**src/tar_pkg.sv**
```systemverilog
// Constants and types shared by the touch ADC result buffer
package tar_pkg;
   localparam int          TAR_DEPTH       = 64;
   localparam int          TAR_PTR_W       = 6;
   localparam int          TAR_CNT_W       = 7;
   localparam int          TAR_RES_W       = 12;
   localparam int          TAR_ENTRY_W     = 13;
   localparam int          TAR_WORD_W      = 16;
   localparam int          TAR_FULL_BIT    = 15;
   localparam int          TAR_EMPTY_BIT   = 14;
   localparam int          TAR_RSVD_BIT    = 13;
   localparam int          TAR_TAG_BIT     = 12;
   localparam logic [15:0] TAR_RESET_WORD  = 16'h4000;
   localparam logic [6:0]  TAR_CNT_FULL    = 7'h40;
   localparam logic [6:0]  TAR_CNT_ONE     = 7'h01;
   localparam logic [6:0]  TAR_CNT_ZERO    = 7'h00;

   // Measurement that produced a result
   typedef enum logic [3:0] {
      TAR_KIND_X       = 4'h0,
      TAR_KIND_Y       = 4'h1,
      TAR_KIND_PS1     = 4'h2,
      TAR_KIND_PS2     = 4'h3,
      TAR_KIND_BATTERY = 4'h4,
      TAR_KIND_AUX_ONE = 4'h5,
      TAR_KIND_AUX_TWO = 4'h6,
      TAR_KIND_TEMP    = 4'h7
   } tar_kind_type;
endpackage : tar_pkg

```
**src/tar_fifo.sv**
```systemverilog
// Parameterised flip-flop FIFO with valid and ready on both sides
`timescale 1ns/1ps
`default_nettype none
module tar_fifo
   import tar_pkg::*;
#(
   parameter int WIDTH = TAR_ENTRY_W,
   parameter int DEPTH = TAR_DEPTH,
   parameter int PTR_W = TAR_PTR_W,
   parameter int CNT_W = TAR_CNT_W
) (
   input  wire logic             clock_in,
   input  wire logic             rst_n_in,
   input  wire logic             in_valid_in,
   output logic                  in_ready_out,
   input  wire logic [WIDTH-1:0] in_data_in,
   output logic                  out_valid_out,
   input  wire logic             out_ready_in,
   output logic      [WIDTH-1:0] out_data_out,
   output logic      [CNT_W-1:0] count_out
);
   typedef struct packed {
      logic [DEPTH-1:0][WIDTH-1:0] mem;
      logic [PTR_W-1:0]            wr_ptr;
      logic [PTR_W-1:0]            rd_ptr;
      logic [CNT_W-1:0]            count;
   } tar_fifo_state_type;

   tar_fifo_state_type state_ff;
   tar_fifo_state_type nxt_state;
   logic               push;
   logic               pop;

   // Honest flags: full refuses writes, empty refuses reads
   assign in_ready_out  = (state_ff.count != CNT_W'(DEPTH));
   assign out_valid_out = (state_ff.count != '0);
   assign out_data_out  = state_ff.mem[state_ff.rd_ptr];
   assign count_out     = state_ff.count;
   assign push          = in_valid_in && in_ready_out;
   assign pop           = out_ready_in && out_valid_out;

   // Oldest entry leaves first; pointers wrap at the depth
   always_comb begin
      nxt_state = state_ff;
      if (push) begin
         nxt_state.mem[state_ff.wr_ptr] = in_data_in;
         nxt_state.wr_ptr = state_ff.wr_ptr + PTR_W'(1);
      end
      if (pop) begin
         nxt_state.rd_ptr = state_ff.rd_ptr + PTR_W'(1);
      end
      if (push && !pop) begin
         nxt_state.count = state_ff.count + CNT_W'(1);
      end else if (pop && !push) begin
         nxt_state.count = state_ff.count - CNT_W'(1);
      end
   end

   // State register
   always_ff @(posedge clock_in or negedge rst_n_in) begin
      if (!rst_n_in) begin
         state_ff <= '0;
      end else begin
         state_ff <= nxt_state;
      end
   end

   fifo_count_a: assert property (@(posedge clock_in) disable iff (!rst_n_in)
      push && !pop |=> state_ff.count == $past(state_ff.count) + CNT_W'(1))
      else $error("fifo count did not grow on push");
endmodule : tar_fifo
`default_nettype wire

```
**src/tar_result_buffer.sv**
```systemverilog
// Result buffer of the touch ADC with its read-only host data word
`timescale 1ns/1ps
`default_nettype none
module tar_result_buffer
   import tar_pkg::*;
(
   input  wire logic                  clock_in,
   input  wire logic                  rst_n_in,
   input  wire logic                  buffer_mode_in,
   input  wire logic                  result_valid_in,
   output logic                       result_ready_out,
   input  wire logic [TAR_RES_W-1:0]  result_data_in,
   input  wire logic [3:0]            result_kind_in,
   input  wire logic                  read_strobe_in,
   input  wire logic                  write_strobe_in,
   input  wire logic [TAR_WORD_W-1:0] write_data_in,
   output logic      [TAR_WORD_W-1:0] read_data_out,
   output logic                       direct_valid_out,
   output logic      [TAR_RES_W-1:0]  direct_data_out,
   output logic      [3:0]            direct_kind_out
);
   typedef struct packed {
      logic [TAR_WORD_W-1:0] read_word;
      logic                  direct_valid;
      logic [TAR_RES_W-1:0]  direct_data;
      logic [3:0]            direct_kind;
   } tar_state_type;

   tar_state_type            state_ff;
   tar_state_type            nxt_state;
   logic                     result_tag;
   logic                     push;
   logic                     fifo_in_ready;
   logic                     fifo_out_valid;
   logic [TAR_ENTRY_W-1:0]   fifo_in_data;
   logic [TAR_ENTRY_W-1:0]   fifo_out_data;
   logic [TAR_CNT_W-1:0]     fifo_count;
   logic                     unused_write;

   // Host writes reach nothing; the stored word cannot be altered
   assign unused_write = write_strobe_in ^ (^write_data_in);

   // Source tag from the measurement kind
   always_comb begin
      case (result_kind_in)
         TAR_KIND_Y, TAR_KIND_PS2, TAR_KIND_AUX_ONE, TAR_KIND_TEMP: result_tag = 1'b1;
         default: result_tag = 1'b0;
      endcase
   end

   // Results enter in arrival order, so scan order is kept as produced
   assign fifo_in_data     = {result_tag, result_data_in};
   assign push             = result_valid_in && buffer_mode_in && fifo_in_ready;
   assign result_ready_out = buffer_mode_in ? fifo_in_ready : 1'b1;

   // Result store of 64 entries
   tar_fifo #(
      .WIDTH (TAR_ENTRY_W),
      .DEPTH (TAR_DEPTH),
      .PTR_W (TAR_PTR_W),
      .CNT_W (TAR_CNT_W)
   ) u_store (
      .clock_in      (clock_in),
      .rst_n_in      (rst_n_in),
      .in_valid_in   (result_valid_in && buffer_mode_in),
      .in_ready_out  (fifo_in_ready),
      .in_data_in    (fifo_in_data),
      .out_valid_out (fifo_out_valid),
      .out_ready_in  (read_strobe_in),
      .out_data_out  (fifo_out_data),
      .count_out     (fifo_count)
   );

   // Read word assembly and routing outside buffer mode
   always_comb begin
      nxt_state = state_ff;
      nxt_state.direct_valid = 1'b0;
      if (result_valid_in && !buffer_mode_in) begin
         nxt_state.direct_valid = 1'b1;
         nxt_state.direct_data  = result_data_in;
         nxt_state.direct_kind  = result_kind_in;
      end
      if (read_strobe_in) begin
         if (fifo_out_valid) begin
            // Oldest entry popped with this read
            nxt_state.read_word[TAR_TAG_BIT:0] = fifo_out_data;
         end
         nxt_state.read_word[TAR_FULL_BIT]  = (fifo_count == TAR_CNT_FULL);
         // Empty if the buffer was empty or nothing is left after this read; a store beside a read of the last entry refills
         nxt_state.read_word[TAR_EMPTY_BIT] = (fifo_count == TAR_CNT_ZERO) ||
                                              (fifo_count == TAR_CNT_ONE && !push);
         nxt_state.read_word[TAR_RSVD_BIT]  = 1'b0;
      end
   end

   // State register
   always_ff @(posedge clock_in or negedge rst_n_in) begin
      if (!rst_n_in) begin
         state_ff <= '0;
         state_ff.read_word <= TAR_RESET_WORD;
      end else begin
         state_ff <= nxt_state;
      end
   end

   assign read_data_out    = state_ff.read_word;
   assign direct_valid_out = state_ff.direct_valid;
   assign direct_data_out  = state_ff.direct_data;
   assign direct_kind_out  = state_ff.direct_kind;

   reset_word_a: assert property (@(posedge clock_in) disable iff (!rst_n_in)
      $past(rst_n_in) == 1'b0 |-> read_data_out == TAR_RESET_WORD)
      else $error("read word not empty after reset");

   host_write_a: assert property (@(posedge clock_in) disable iff (!rst_n_in)
      write_strobe_in && !read_strobe_in |=> $stable(read_data_out))
      else $error("host write changed the read word");

   last_empty_a: assert property (@(posedge clock_in) disable iff (!rst_n_in)
      read_strobe_in && fifo_count == TAR_CNT_ONE && !push |=> read_data_out[TAR_EMPTY_BIT]
      && read_data_out[TAR_TAG_BIT:0] == $past(fifo_out_data))
      else $error("last read did not show empty");

   refill_read_a: assert property (@(posedge clock_in) disable iff (!rst_n_in)
      read_strobe_in && fifo_count == TAR_CNT_ONE && push |=> !read_data_out[TAR_EMPTY_BIT])
      else $error("empty shown although a store refilled the buffer");

   not_empty_a: assert property (@(posedge clock_in) disable iff (!rst_n_in)
      read_strobe_in && fifo_count > TAR_CNT_ONE |=> !read_data_out[TAR_EMPTY_BIT])
      else $error("empty shown with data left");

   full_flag_a: assert property (@(posedge clock_in) disable iff (!rst_n_in)
      read_strobe_in |=> read_data_out[TAR_FULL_BIT] == ($past(fifo_count) == TAR_CNT_FULL))
      else $error("full flag wrong");

   tag_map_a: assert property (@(posedge clock_in) disable iff (!rst_n_in)
      push |-> fifo_in_data[TAR_TAG_BIT] == result_kind_in[0])
      else $error("source tag wrong for kind");

   mode_route_a: assert property (@(posedge clock_in) disable iff (!rst_n_in)
      result_valid_in && buffer_mode_in |=> !direct_valid_out)
      else $error("buffer mode result went to direct path");

   direct_route_a: assert property (@(posedge clock_in) disable iff (!rst_n_in)
      result_valid_in && !buffer_mode_in |-> !push ##1 direct_valid_out)
      else $error("direct result mishandled");

   empty_read_a: assert property (@(posedge clock_in) disable iff (!rst_n_in)
      read_strobe_in && fifo_count == TAR_CNT_ZERO |=> read_data_out[TAR_EMPTY_BIT]
      && $stable(read_data_out[TAR_TAG_BIT:0]) && !read_data_out[TAR_RSVD_BIT])
      else $error("read of empty buffer wrong");
endmodule : tar_result_buffer
`default_nettype wire

```
**config.mk**
```make
export PLATFORM = sky130hd
export DESIGN_NAME = tar_result_buffer
export DESIGN_NICKNAME = d
export VERILOG_FILES = /design/src/tar_pkg.sv /design/src/tar_fifo.sv /design/src/tar_result_buffer.sv
export SDC_FILE = /design/constraint.sdc
export NUM_CORES = 1
export LEC_CHECK = 0
export BUFFER_PORTS_ARGS = -buffer_cell sky130_fd_sc_hd__buf_2
export CAP_MARGIN = 20
export CORE_MARGIN = 2
export CORE_UTILIZATION = 50
export DETAILED_ROUTE_END_ITERATION = 8
export GPL_TIMING_DRIVEN = 1
export HOLD_SLACK_MARGIN = 0.08
export PLACE_DENSITY = 0.66
export SYNTH_ARGS = -nofsm -noshare
export SYNTH_HDL_FRONTEND = slang
export SYNTH_HIERARCHICAL = 1
export SYNTH_SLANG_ARGS = --single-unit
```
**constraint.sdc**
```tcl
create_clock -name clock_in -period 3.3 [get_ports clock_in]
set_clock_uncertainty 0.05 [all_clocks]
set_input_delay 0.165 -clock clock_in [delete_from_list [all_inputs] [get_ports clock_in]]
set_output_delay 0.165 -clock clock_in [all_outputs]
set_load 0.02 [all_outputs]
```
Word level (Yosys, flattened, before mapping):

Cells that the tools add are included.
W data, S select, Z words.

* flip-flop bits (word level): 883
* bits in latches: 0
* memory bits (writable): 0
* ROM bits: 0
* word-level logic and storage cells: 113
* memories: 0

* add/subtract/negate cells: 4
* multiply operators: 0
* divide/modulo/power cells: 0
* $lt $le $gt $ge: 3
* eq/ne operators: 7
* shifts and indexed selects: 0
* multiplexer cells: 10
* bitwise gates (word level): 0
* reductions and logical operators: 17

Operator list (count)
* $bwmux W832: 1
* $bmux W13 S6: 1
* $demux W13 S6: 1
* $mux W13: 2
* $mux W17: 1
* $lt A6 B7 Y1 const B: 2
* $mux W7: 2
* $add A6 B1 Y6 const B: 2
* $eq A4 B3 Y1 const B: 2
* $logic_and A1 B1 Y1: 8
* $add A7 B1 Y7 const B: 1
* $eq A7 B1 Y1 const B: 1
* $eq A7 B7 Y1 const B: 1
* $logic_not A7 Y1: 1
* $ne A7 B7 Y1 const B: 1
* $reduce_bool A7 Y1: 1
* $sub A7 B1 Y7 const B: 1
* $ge A6 B1 Y1 const B: 1
* $eq A4 B1 Y1 const B: 1
* $eq A4 B2 Y1 const B: 1
* $reduce_or A4 Y1: 1
* $logic_not A1 Y1: 3
* $mux W1: 2
* $reduce_and A2 Y1: 1
* 2 further kinds: 2

Logic depth before layout (Yosys ltp):

Gate-level depths: netlist of run 1.

* depth after elaboration: 6
* gate-level depth with buffers: 12
* gate-level depth less buffers: 12

Modules after synthesis:

Netlist of run 1, hierarchy kept.

By module, submodules not included
* tar_fifo: times used 1, cells an instance 2579, area an instance 39091.2 um^2
* tar_result_buffer: times used 1, cells an instance 78, area an instance 1239.9 um^2

Least setup slack after synthesis of run 1:

OpenSTA, ideal clock, no wires.

* path type: register -> register
* from: reg u_store.state_ff, in the netlist u_store/count_out[5]
* to: reg u_store.state_ff, in the netlist u_store/count_out[6]
* setup time: 0.080 ns
* data arrival time: 2.884 ns
* data required time: 3.170 ns
* slack: 0.286 ns
* stages on the path, launching flop included: 13
* path buffers: 1
* path through: dfrtp_1 nor4_2 nand3_1 and2_1 clkbuf_1 ha_1 inv_1 ha_1 nor2b_1 o21a_1 o211a_1 a211oi_1 xnor2_1

* longest elaborated chain between the ends: 5
* elaborated cells between the ends (all ways): 13
* classes of those cells: add/sub (2); eq/ne (1); mux (2); reduce/logical (8)

Ends and longest elaborated chain
* start, declared: line tar_fifo.sv:29 `tar_fifo_state_type state_ff;`
* start signal, assigned: line tar_fifo.sv:64 `state_ff <= nxt_state;`
* $ne A7 B7 Y1 *: line tar_fifo.sv:35 `assign in_ready_out = (state_ff.count != CNT_W'(DEPTH));`
* via fifo_in_ready: line tar_result_buffer.sv:33 `logic fifo_in_ready;`
* $logic_and A1 B1 Y1 *: line tar_fifo.sv:39 `assign push = in_valid_in && in_ready_out;`
* via u_store.push: line tar_fifo.sv:31 `logic push;`
* $logic_not A1 Y1: line tar_fifo.sv:54 `end else if (pop && !push) begin`
* $logic_and A1 B1 Y1: line tar_fifo.sv:54
* $reduce_bool A2 Y1 (no line)

The timed path passes the listed nets; every way through them passes the cells marked *. The select of a mux whose other input is x is not followed.
A chain may end at the register's enable or synchronous reset.

Worst setup path in the final report of run 1:

* from: reg u_store/state_ff[7] (netlist bit)
* to: reg state_ff, in the netlist read_data_out[2]

* longest elaborated chain between the ends: 2

Ends and longest elaborated chain
* $bmux W13 S6: line tar_fifo.sv:37 `assign out_data_out = state_ff.mem[state_ff.rd_ptr];`
* $mux W13 (not written as such): line tar_fifo.sv:37
* via fifo_out_data[2]: line tar_result_buffer.sv:36 `logic [TAR_ENTRY_W-1:0] fifo_out_data;`
* end signal, assigned: line tar_result_buffer.sv:102 `state_ff <= nxt_state;`
* end, declared: line tar_result_buffer.sv:29 `tar_state_type state_ff;`

The timed path passes the listed nets, and every way through them passes these cells. The select of a mux whose other input is x is not followed.

==> results of run 1 <==
[worst register-to-register path, delay by kind of cell, from the launching register on]
family / cells / cell delay [ps]
buf+inv: 2 / 410
compound gates: 2 / 870
simple gates: 1 / 280
flops: 1 / 670
mux: 2 / 760
[through the flow]
stage / hold WS [ps] / setup slack [ps] / setup TNS, ps / area, um^2
after global placement: 239 / -194 / -479 / 42400
after detailed placement: 257 / -201 / -520 / 42400
final: 63.9 / 153 / 0 / 45700
after floorplan: -181 / 286 / 0 / 40300
after CTS: 97.8 / 158 / 0 / 45700
after global routing: 136 / 44.7 / 0 / 45700
[how the worst min path moves through the flow]
stage	start	cells after the start	end	slack [ps]
detailed placement	rst_n_in	1	u_store/state_ff[84]	260
CTS	result_data_in[0]	2	u_store/state_ff[214]	100
floorplan	rst_n_in	0	direct_data_out[0]	-180
finish	rst_n_in	2	u_store/state_ff[208]	60
global placement	rst_n_in	1	u_store/state_ff[84]	240
global route	rst_n_in	2	u_store/state_ff[182]	140
[synth_stat cells, drive strengths merged, types with 13 or more instances]
cell    number
a21oi       15
clkbuf     116
nor2        14
a211oi      36
and3        13
o22ai       35
buf        140
a22oi       29
o221ai      15
mux4       159
nand2       85
dfrtp      882
mux2i      135
mux2       867
[flip-flops by register name, indices dropped and copies added (netlist names)]
| name | flops |
|---|---|
| direct_data_out | 12 |
| direct_kind_out | 4 |
| direct_valid_out | 1 |
| read_data_out | 15 |
| u_store/count_out | 7 |
| u_store/state_ff | 844 |
[cell families (layout without fill, tap and decap cells)]
kind of cell,after synthesis,after routing,synth area share [%]
muxes,1161,1161,36.4
buffers and inverters,263,430,3.15
and+or+nand+nor,160,160,2.02
other,1,2,0.00930
xor gates and xnor gates,13,13,0.282
DFF,883,883,54.8
adders and majority gates,10,10,0.329
AOI/OAI and AO/OA,166,166,2.99
[repair_timing]
action / in CTS / in global routing
hold buffers: 13 / 1
setup endpoints to repair: 4 / 0
hold endpoints to repair: 92 / 1
resized for setup: 4 / 0
[power breakdown]
part / internal, mW / switching (mW) / leakage, nW
logic: 5.00 / 5.18 / 8.65
registers: 12.8 / 1.41 / 12.0
clock network: 6.30 / 4.29 / 1.55
total: 24.1 / 10.9 / 22.2
[routing by layer]
metal | GRT usage (%) | vias to the layer above
met4 | 9.31 | 0
li1 | - | 10000
met3 | 4.09 | 200
met2 | 42.5 | 546
met5 | 0 | -
met1 | 34.9 | 12700
[layout make-up]
cell class | instances | area [um^2]
Clock inverter | 30 | 333
Inverter | 7 | 26.3
Tap cell | 1060 | 1330
Sequential cell | 883 | 22100
Timing Repair Buffer | 254 | 2120
Clock buffer | 139 | 2790
Fill cell | 6276 | 34400
Multi-Input combinational cell | 1511 | 17000
Antenna cell | 1 | 2.50
[cells in the final DEF, fill, tap and decap left out, drive strengths merged, types with 5 or more instances in the layout]
| master | n |
|---|---|
| a22o | 5 |
| mux4 | 159 |
| nand2 | 85 |
| bufinv | 6 |
| xnor2 | 9 |
| nand3 | 7 |
| inv | 9 |
| a2111oi | 5 |
| o221ai | 15 |
| mux2i | 135 |
| buf | 240 |
| a211oi | 36 |
| dlygate4sd3 | 14 |
| clkinv | 21 |
| mux2 | 867 |
| and3 | 13 |
| o31ai | 11 |
| ha | 9 |
| dfrtp | 882 |
| nor2 | 14 |
| o22ai | 35 |
| nor2b | 7 |
| clkbuf | 139 |
| a22oi | 29 |
| nand2b | 7 |
| a21oi | 15 |
==> run metrics, run 1 <==
status complete, no violations; placement row count 104; first-pass GRT wire length 160000 um; DR WL met2 roughly 51000 um; min-delay worst type in -> async; Post-synth top flop dfrtp_1; CTS root buffer clkbuf_16; Clock transition at path regs 60 ps; Horiz. Die Dim about 290 um; vias in the first global route roughly 25k; overall die height between 200 and 300 um; Top Ports 72; Vias 23.5k; Leak Pwr 22.2 nW; Async S/R FF share, synth 100%; Detailed Route Iter0 Violations 1769; Routed met1 length 44900 um; Syn Nets 2705; final hold violation count 0; detailed placement HPWL between 60000 and 70000 um; layout cells sized above 1 50.9%; Levels on crit path 7; Syn. warnings 6; FF-to-FF Start u_store/state_ff[7]; total clock sinks 883; worst-path fanout max 14; Distinct cells, synth 54; MaxCap Viol Count 0; number of synthesized flops with an enable pin 0; TritonCTS clock tree yes; Total Nets Final around 2.8k; Final GP Congestion between 0.8 and 0.9; maximum clock insertion buffer count 3; Mapped Cells 2657; DRC violations left 0; grt ovf 0; Top delay family on crit path compound AO/OA/AOI/OAI gates; # setup viols final 0; dominant cell type by area after synthesis dfrtp_1; clk_lat worst skew 650 ps; Top cell by count, worst path buf_12; top-area cell type share of the netlist area 54.7%; post-route ant nets 0; cell total after placement 3700; Worst Setup End Kind register; Area Growth Syn to Fin 13.3%; Die ar. 0.0829 mm^2; min Tclk post-route 3150 ps; postcts setup bufs 0; sequential area share after synthesis 54.8%; worst reg2reg setup slack 150 ps; Starting Density between 50% and 60%; final period utilization 95.4%; Worst setup SP type register; PortBufs between 50 and 60; worst-margin pin slew 1110 ps; relative slew slack about a quarter; Mapped Area 0.0403 mm^2; CP Class reg -> reg; Worst Reg-to-Reg Cells 7; Bufs and invs on worst path 2; total power roughly 35 mW; Core Region 0.0802 mm^2; PD cells 766 mW/mm^2; Final Max Tran Viols 0; top layer reached by signal wires met4; TritonRoute pass-1 iters 5; beginning of the critical path u_store/state_ff[7]; Final Non-Filler Cells 3885; DR vias/cell 6.05; maximum VDD drop 0.000420 V; max incr delay on CP 670 ps; DR WL/cell 27.0 um; H-tree depth 3; CTS buffer count 92; Total GRT Usage 25.8%; Setup crit end read_data_out[2]; largest net degree at the start of global routing 127; critical path arrival 3640 ps; Reg2Reg Capture Point read_data_out[2]; FF+latch count, synth 883; required time of the critical path 3790 ps; max frequency ~320 MHz; CP Cell Sequence buf_12 -> buf_12 -> mux4_2 -> a211oi_2 -> a22oi_1 -> and3_1 -> mux2_2; syn_area_per_cell about 15 um^2; unrepaired setup endpoints after global routing no; Area contributors post-synth dfrtp_1, mux2_2, mux4_2; Total Wirelength 105000 um; initial antenna violation count 1; utilization after layout 57.0%; Slowest-stage cell, CP dfrtp_4; met3 wire length 4910 um
No activity file was read; power rests on OpenSTA's default activity.
==> inputs of run 2 (changes only) <==
--- a/config.mk
+++ b/config.mk
@@ -10,9 +10,12 @@
 export CORE_MARGIN = 2
 export CORE_UTILIZATION = 50
 export DETAILED_ROUTE_END_ITERATION = 8
+export GPL_ROUTABILITY_DRIVEN = 0
 export GPL_TIMING_DRIVEN = 1
 export HOLD_SLACK_MARGIN = 0.08
 export PLACE_DENSITY = 0.66
+export SETUP_SLACK_MARGIN = 0.3
+export SLEW_MARGIN = 40
 export SYNTH_ARGS = -nofsm -noshare
 export SYNTH_HDL_FRONTEND = slang
 export SYNTH_HIERARCHICAL = 1
==> run 2 against run 1 <==
Against the previous run:
- maximum frequency grew 5.2%
- count of clock-buffer cells in the layout grew 6
- first-iteration DRC count fell by 2.4%
- sequential power is essentially flat
- critical path depth is the same
- sequential share of layout area is 0.34 points higher
- utilization is 0.40 points lower
- non-clock buffer count shrank 22
- cell count down 0.59%
- register-to-register slack better by 160 ps
==> run metrics, run 2 (synthesized netlist as in run 1, its figures left out) <==
status complete, no violations; Final Non-Filler Cells 3862; overall die height between 200 and 300 um; initial antenna violation count 1; Core Region 0.0802 mm^2; switch share approximately 31%; clock power share 29.6%; DR WL/cell 27.0 um; MaxCap Viol Count 0; detailed placement HPWL between 60000 and 70000 um; final period utilization 90.6%; dpl cell area 0.0422 mm^2; Total Nets Final 2777; CTS root buffer clkbuf_16; Vias 23.6k; maximum VDD drop ~0.00057 V; Fin Setup TNS 0 ps; H-tree depth 3; max frequency 334 MHz; Worst Slack Setup Final 309 ps; Sequential Power Share 41.4%; cell total after placement 3679; final instance area 0.0454 mm^2; Setup WS pre-CTS 239 ps; Clock transition at path regs ~60 ps; most frequent cells in the layout dfrtp_1, mux2_2, mux4_2; utilization after layout 56.6%; Final Max Tran Viols 0; Worst Setup End Kind register; required time of the critical path 3750 ps; PortBufs 53; layout cells sized above 1 between 50% and 60%; total clock sinks 883; Area Growth Syn to Fin 12.5%; final hold violation count 0; total power 34.3 mW; post-route ant nets 0; # setup viols final 0; DRC violations left 0; Leak Pwr 22.0 nW; Detailed Route Iter0 Violations 1727; CTS buffer count 94; placement row count around 100; clk_lat worst skew 640 ps; Worst setup SP type register; critical path arrival 3450 ps; Total GRT Usage 25.8%; CP Class reg -> reg; Top Ports 72; Total Wirelength about 100000 um; maximum clock insertion buffer count 3; min Tclk post-route 2990 ps; unrepaired setup endpoints after global routing yes; power share of the combinational group between 20% and 30%; grt ovf 0; vias in the first global route 25.4k; DR vias/cell 6.10; first-pass GRT wire length roughly 160000 um; worst-margin pin slew 868 ps; TritonCTS clock tree yes; commonest non-fill, non-tap cell in the layout dfrtp_1; PD cells between 700 and 800 mW/mm^2; max reg flops approximately 840; relative slew slack 41.9%; TritonRoute pass-1 iters 7; worst-path fanout max 13; largest net degree at the start of global routing 117; min-delay worst type in -> async; P_sw 10.7 mW; Horiz. Die Dim 288 um; WHS roughly 93 ps; Largest Register u_store/state_ff; Die ar. 0.0829 mm^2; internal power 23.6 mW; Starting Density 50.3%
==> run 2: cell types whose count changed in the layout (fill, tap and decap cells not counted), sizes merged <==
cell	before	now
clkbuf	139	145
clkinvlp	1	2
bufinv	6	2
buf	240	223
dlygate4sd3	14	9
clkinv	21	16
diode	1	2
==> run 2: layer usage <==
| metal | GRT usage (%) | routed length [um] | part of all wire, % | vias up |
|---|---|---|---|---|
| li1 | - | - | - | 10000 |
| met1 | 35.3 | 44900 | 43 | 12800 |
| met2 | 42.0 | 50700 | 49 | 554 |
| met3 | 4.54 | 5610 | 5.4 | 168 |
| met4 | 8.35 | 3200 | 3.1 | 0 |
| met5 | 0 | 0 | 0 | - |
==> run 2: power by group through the flow <==
stage / logic [mW] / clock network (mW) / registers (mW)
final: 9.93 / 10.2 / 14.2
after global routing: 10.6 / 10.9 / 14.4
after CTS: 9.89 / 10.4 / 14.2
after detailed placement: 9.84 / 0 / 14.4
after global placement: 9.63 / 0 / 14.1
after floorplan: 6.93 / 0 / 13.8
==> run 2: what timing repair did <==
action,CTS,global route
endpoints found under the setup margin,4,10
gates cloned,0,0
buffers inserted,0,4
hold buffers,9,0
resized for setup,2,16
hold endpoints to repair,335,0
pin swaps,1,5
==> run 2: cell type report <==
class,count,area (um^2)
multi-input cells,1511,17100
repair buffers,232,1910
inverters,7,26.3
clock inverters,22,173
fillers,6327,34800
clock buffers,145,2790
well taps,1060,1330
diodes,2,5.00
flip-flops and latches,883,22100
==> run 2: path summary, 6_finish.rpt <==
kind                                       start               endpoint  slack, ps  cells after the start
setup / recovery            u_store/count_out[0]  u_store/state_ff[617]        310                      7
hold / removal                          rst_n_in  u_store/state_ff[198]         90                      2
setup reg to reg            u_store/count_out[0]  u_store/state_ff[617]        310                      7
hold reg to reg            u_store/state_ff[516]  u_store/state_ff[516]        450                      1
max in group asynchronous               rst_n_in  u_store/state_ff[365]       2010                      3
min in group clock_in          result_data_in[7]     direct_data_out[7]        100                      2
==> run 2: critical path, stage by stage (launching register included) <==
cell and delay (ps):
dfrtp_1 440, nor2_1 110, nand3_1 110, buf_4 110, buf_4 140, nor3b_2 720
nand2_1 680, mux2_2 470
==> inputs of run 3 (changes only) <==
--- a/config.mk
+++ b/config.mk
@@ -13,7 +13,9 @@
 export GPL_ROUTABILITY_DRIVEN = 0
 export GPL_TIMING_DRIVEN = 1
 export HOLD_SLACK_MARGIN = 0.08
+export MAX_ROUTING_LAYER = met4
 export PLACE_DENSITY = 0.66
+export REMOVE_ABC_BUFFERS = 1
 export SETUP_SLACK_MARGIN = 0.3
 export SLEW_MARGIN = 40
 export SYNTH_ARGS = -nofsm -noshare
==> run 3 against run 2 <==
Against the previous run:
- count of clock-buffer cells in the layout shrank 9
- die area did not move
- register-to-register slack improved by 70 ps
- utilization is 0.39 points higher
- worst setup slack better by 69 ps
- combinational power is 4% higher
- first-iteration DRC count rose by 3.1%
- sequential cell count did not move
- via count is 0.14% higher
- sequential power about the same
- hold slack lost 11 ps
- largest power group unchanged
- critical path depth unchanged
==> run metrics, run 3 (synthesized netlist as in run 1, its figures left out) <==
Worst Setup End Kind register; critical path arrival 3480 ps; final hold violation count 0; maximum clock insertion buffer count 3; Leak Pwr roughly 22 nW; TritonCTS clock tree yes; PD cells 763 mW/mm^2; first-pass GRT wire length 161000 um; switch share 31.4%; MaxCap Viol Count 0; post-route ant nets 0; DR WL/cell 27.5 um; clk_lat worst skew around 660 ps; most frequent cells in the layout dfrtp_1, mux2_2, buf_4; vias in the first global route about 25k; worst-path fanout max 20; P_sw 10.9 mW; final period utilization 88.6%; required time of the critical path 3860 ps; Sequential Power Share approximately 40%; Area Growth Syn to Fin 13.3%; dpl cell area approximately 0.042 mm^2; Total Wirelength approximately 110000 um; Multi-input gate area 0.0171 mm^2; TritonRoute pass-1 iters 5; hold path cells 2; layout cells sized above 1 51.2%; H-tree depth 3; worst-margin pin slew slightly above 800 ps; # setup viols final 0; Top Ports 72; overall die height 288 um; status complete, no violations; worst reg2reg setup slack about 380 ps; min-delay worst type in -> reg; power share of the combinational group 29.4%; DRC violations left 0; total clock sinks 883; PortBufs 53; CP Class reg -> reg; Vias 23.6k; max frequency 342 MHz; Total Nets Final 2792; Starting Density 50.3%; Total GRT Usage 27.0%; DR vias/cell about 6; placement row count 104; CTS buffer count 94; Core Region 0.0802 mm^2; Horiz. Die Dim 288 um; clock power share 29.8%; relative slew slack 45.8%; Clock transition at path regs 60 ps; Reg area 0.0221 mm^2; min Tclk post-route 2920 ps; internal power 23.9 mW; Die ar. 0.0829 mm^2; initial antenna violation count 4; Worst Reg-to-Reg Cells 7; largest net degree at the start of global routing about 140; unrepaired setup endpoints after global routing yes; detailed placement HPWL 68200 um; final instance area 0.0457 mm^2; WHS 82.5 ps; max reg flops 844; maximum VDD drop ~0.00061 V; commonest non-fill, non-tap cell in the layout dfrtp_1; Detailed Route Iter0 Violations 1781; Final Max Tran Viols 0; CTS root buffer clkbuf_16; grt ovf 0; Largest Register u_store/state_ff; Worst setup SP type register; fill cell count 6309
==> run 3: metal layers <==
| layer | part of all wire (%) | GRT usage (%) | vias to the layer above |
|---|---|---|---|
| li1 | - | - | 10000 |
| met1 | 43 | 36.4 | 12800 |
| met2 | 48 | 41.9 | 603 |
| met3 | 5.1 | 4.11 | 167 |
| met4 | 3.2 | 9.74 | 0 |
| met5 | 0 | - | - |
==> run 3: final timing paths <==
check	startpoint	to
worst max register to register	u_store/state_ff[7]	read_data_out[9]
worst min register to register	u_store/state_ff[150]	u_store/state_ff[150]
worst max-delay path	u_store/state_ff[7]	read_data_out[9]
worst min-delay path	result_data_in[10]	u_store/state_ff[328]
max in group asynchronous	rst_n_in	u_store/state_ff[750]
min in group asynchronous	rst_n_in	u_store/state_ff[464]
==> run 3: final cells by class <==
cell class | count | share of cell area [%]
diodes | 5 | 0.0274
well taps | 1060 | 2.90
clock buffers | 136 | 5.91
flip-flops and latches | 883 | 48.4
multi-input cells | 1511 | 37.4
clock inverters | 28 | 0.734
inverters | 7 | 0.0575
repair buffers | 247 | 4.60
==> run 3: power by group through the flow <==
stage	Sequential [mW]	Combinational (mW)	Clock, mW
3_3_place_gp	14.2	9.82	0
2_1_floorplan	14.5	5.18	0
4_1_cts	14.2	10.2	10.6
5_1_grt	14.4	10.9	11.1
3_5_place_dp	14.4	10.1	0
6_report	14.2	10.3	10.4
==> run 3: repair_timing <==
item | in CTS | in global routing
setup buffers | 3 | 5
hold buffers | 12 | 0
pin swaps | 2 | 6
hold endpoints to repair | 697 | 0
cloned | 0 | 0
gates resized for setup | 5 | 17
endpoints found under the setup margin | 6 | 8
==> run 3: per-stage QoR <==
stage	cells	TNS (ps)	total power [mW]	util [%]	setup slack, ps
after global placement	3687	-95.3	24.0	52.8	-95.3
final	3877	0	34.9	57.0	378
after detailed placement	3688	0	24.5	52.9	91.5
after global routing	3874	0	36.3	57.0	284
after floorplan	2401	-130680	19.6	-	-7710
after CTS	3867	0	35.0	56.9	315
==> run 3: worst max-delay path: stages, from the launching register on <==
cell      delay (ps)
dfrtp_4          570
or3b_2           820
o22ai_1          480
a211oi_1         100
buf_4            190
o31ai_1          260
and3_1           220
mux2_2           150
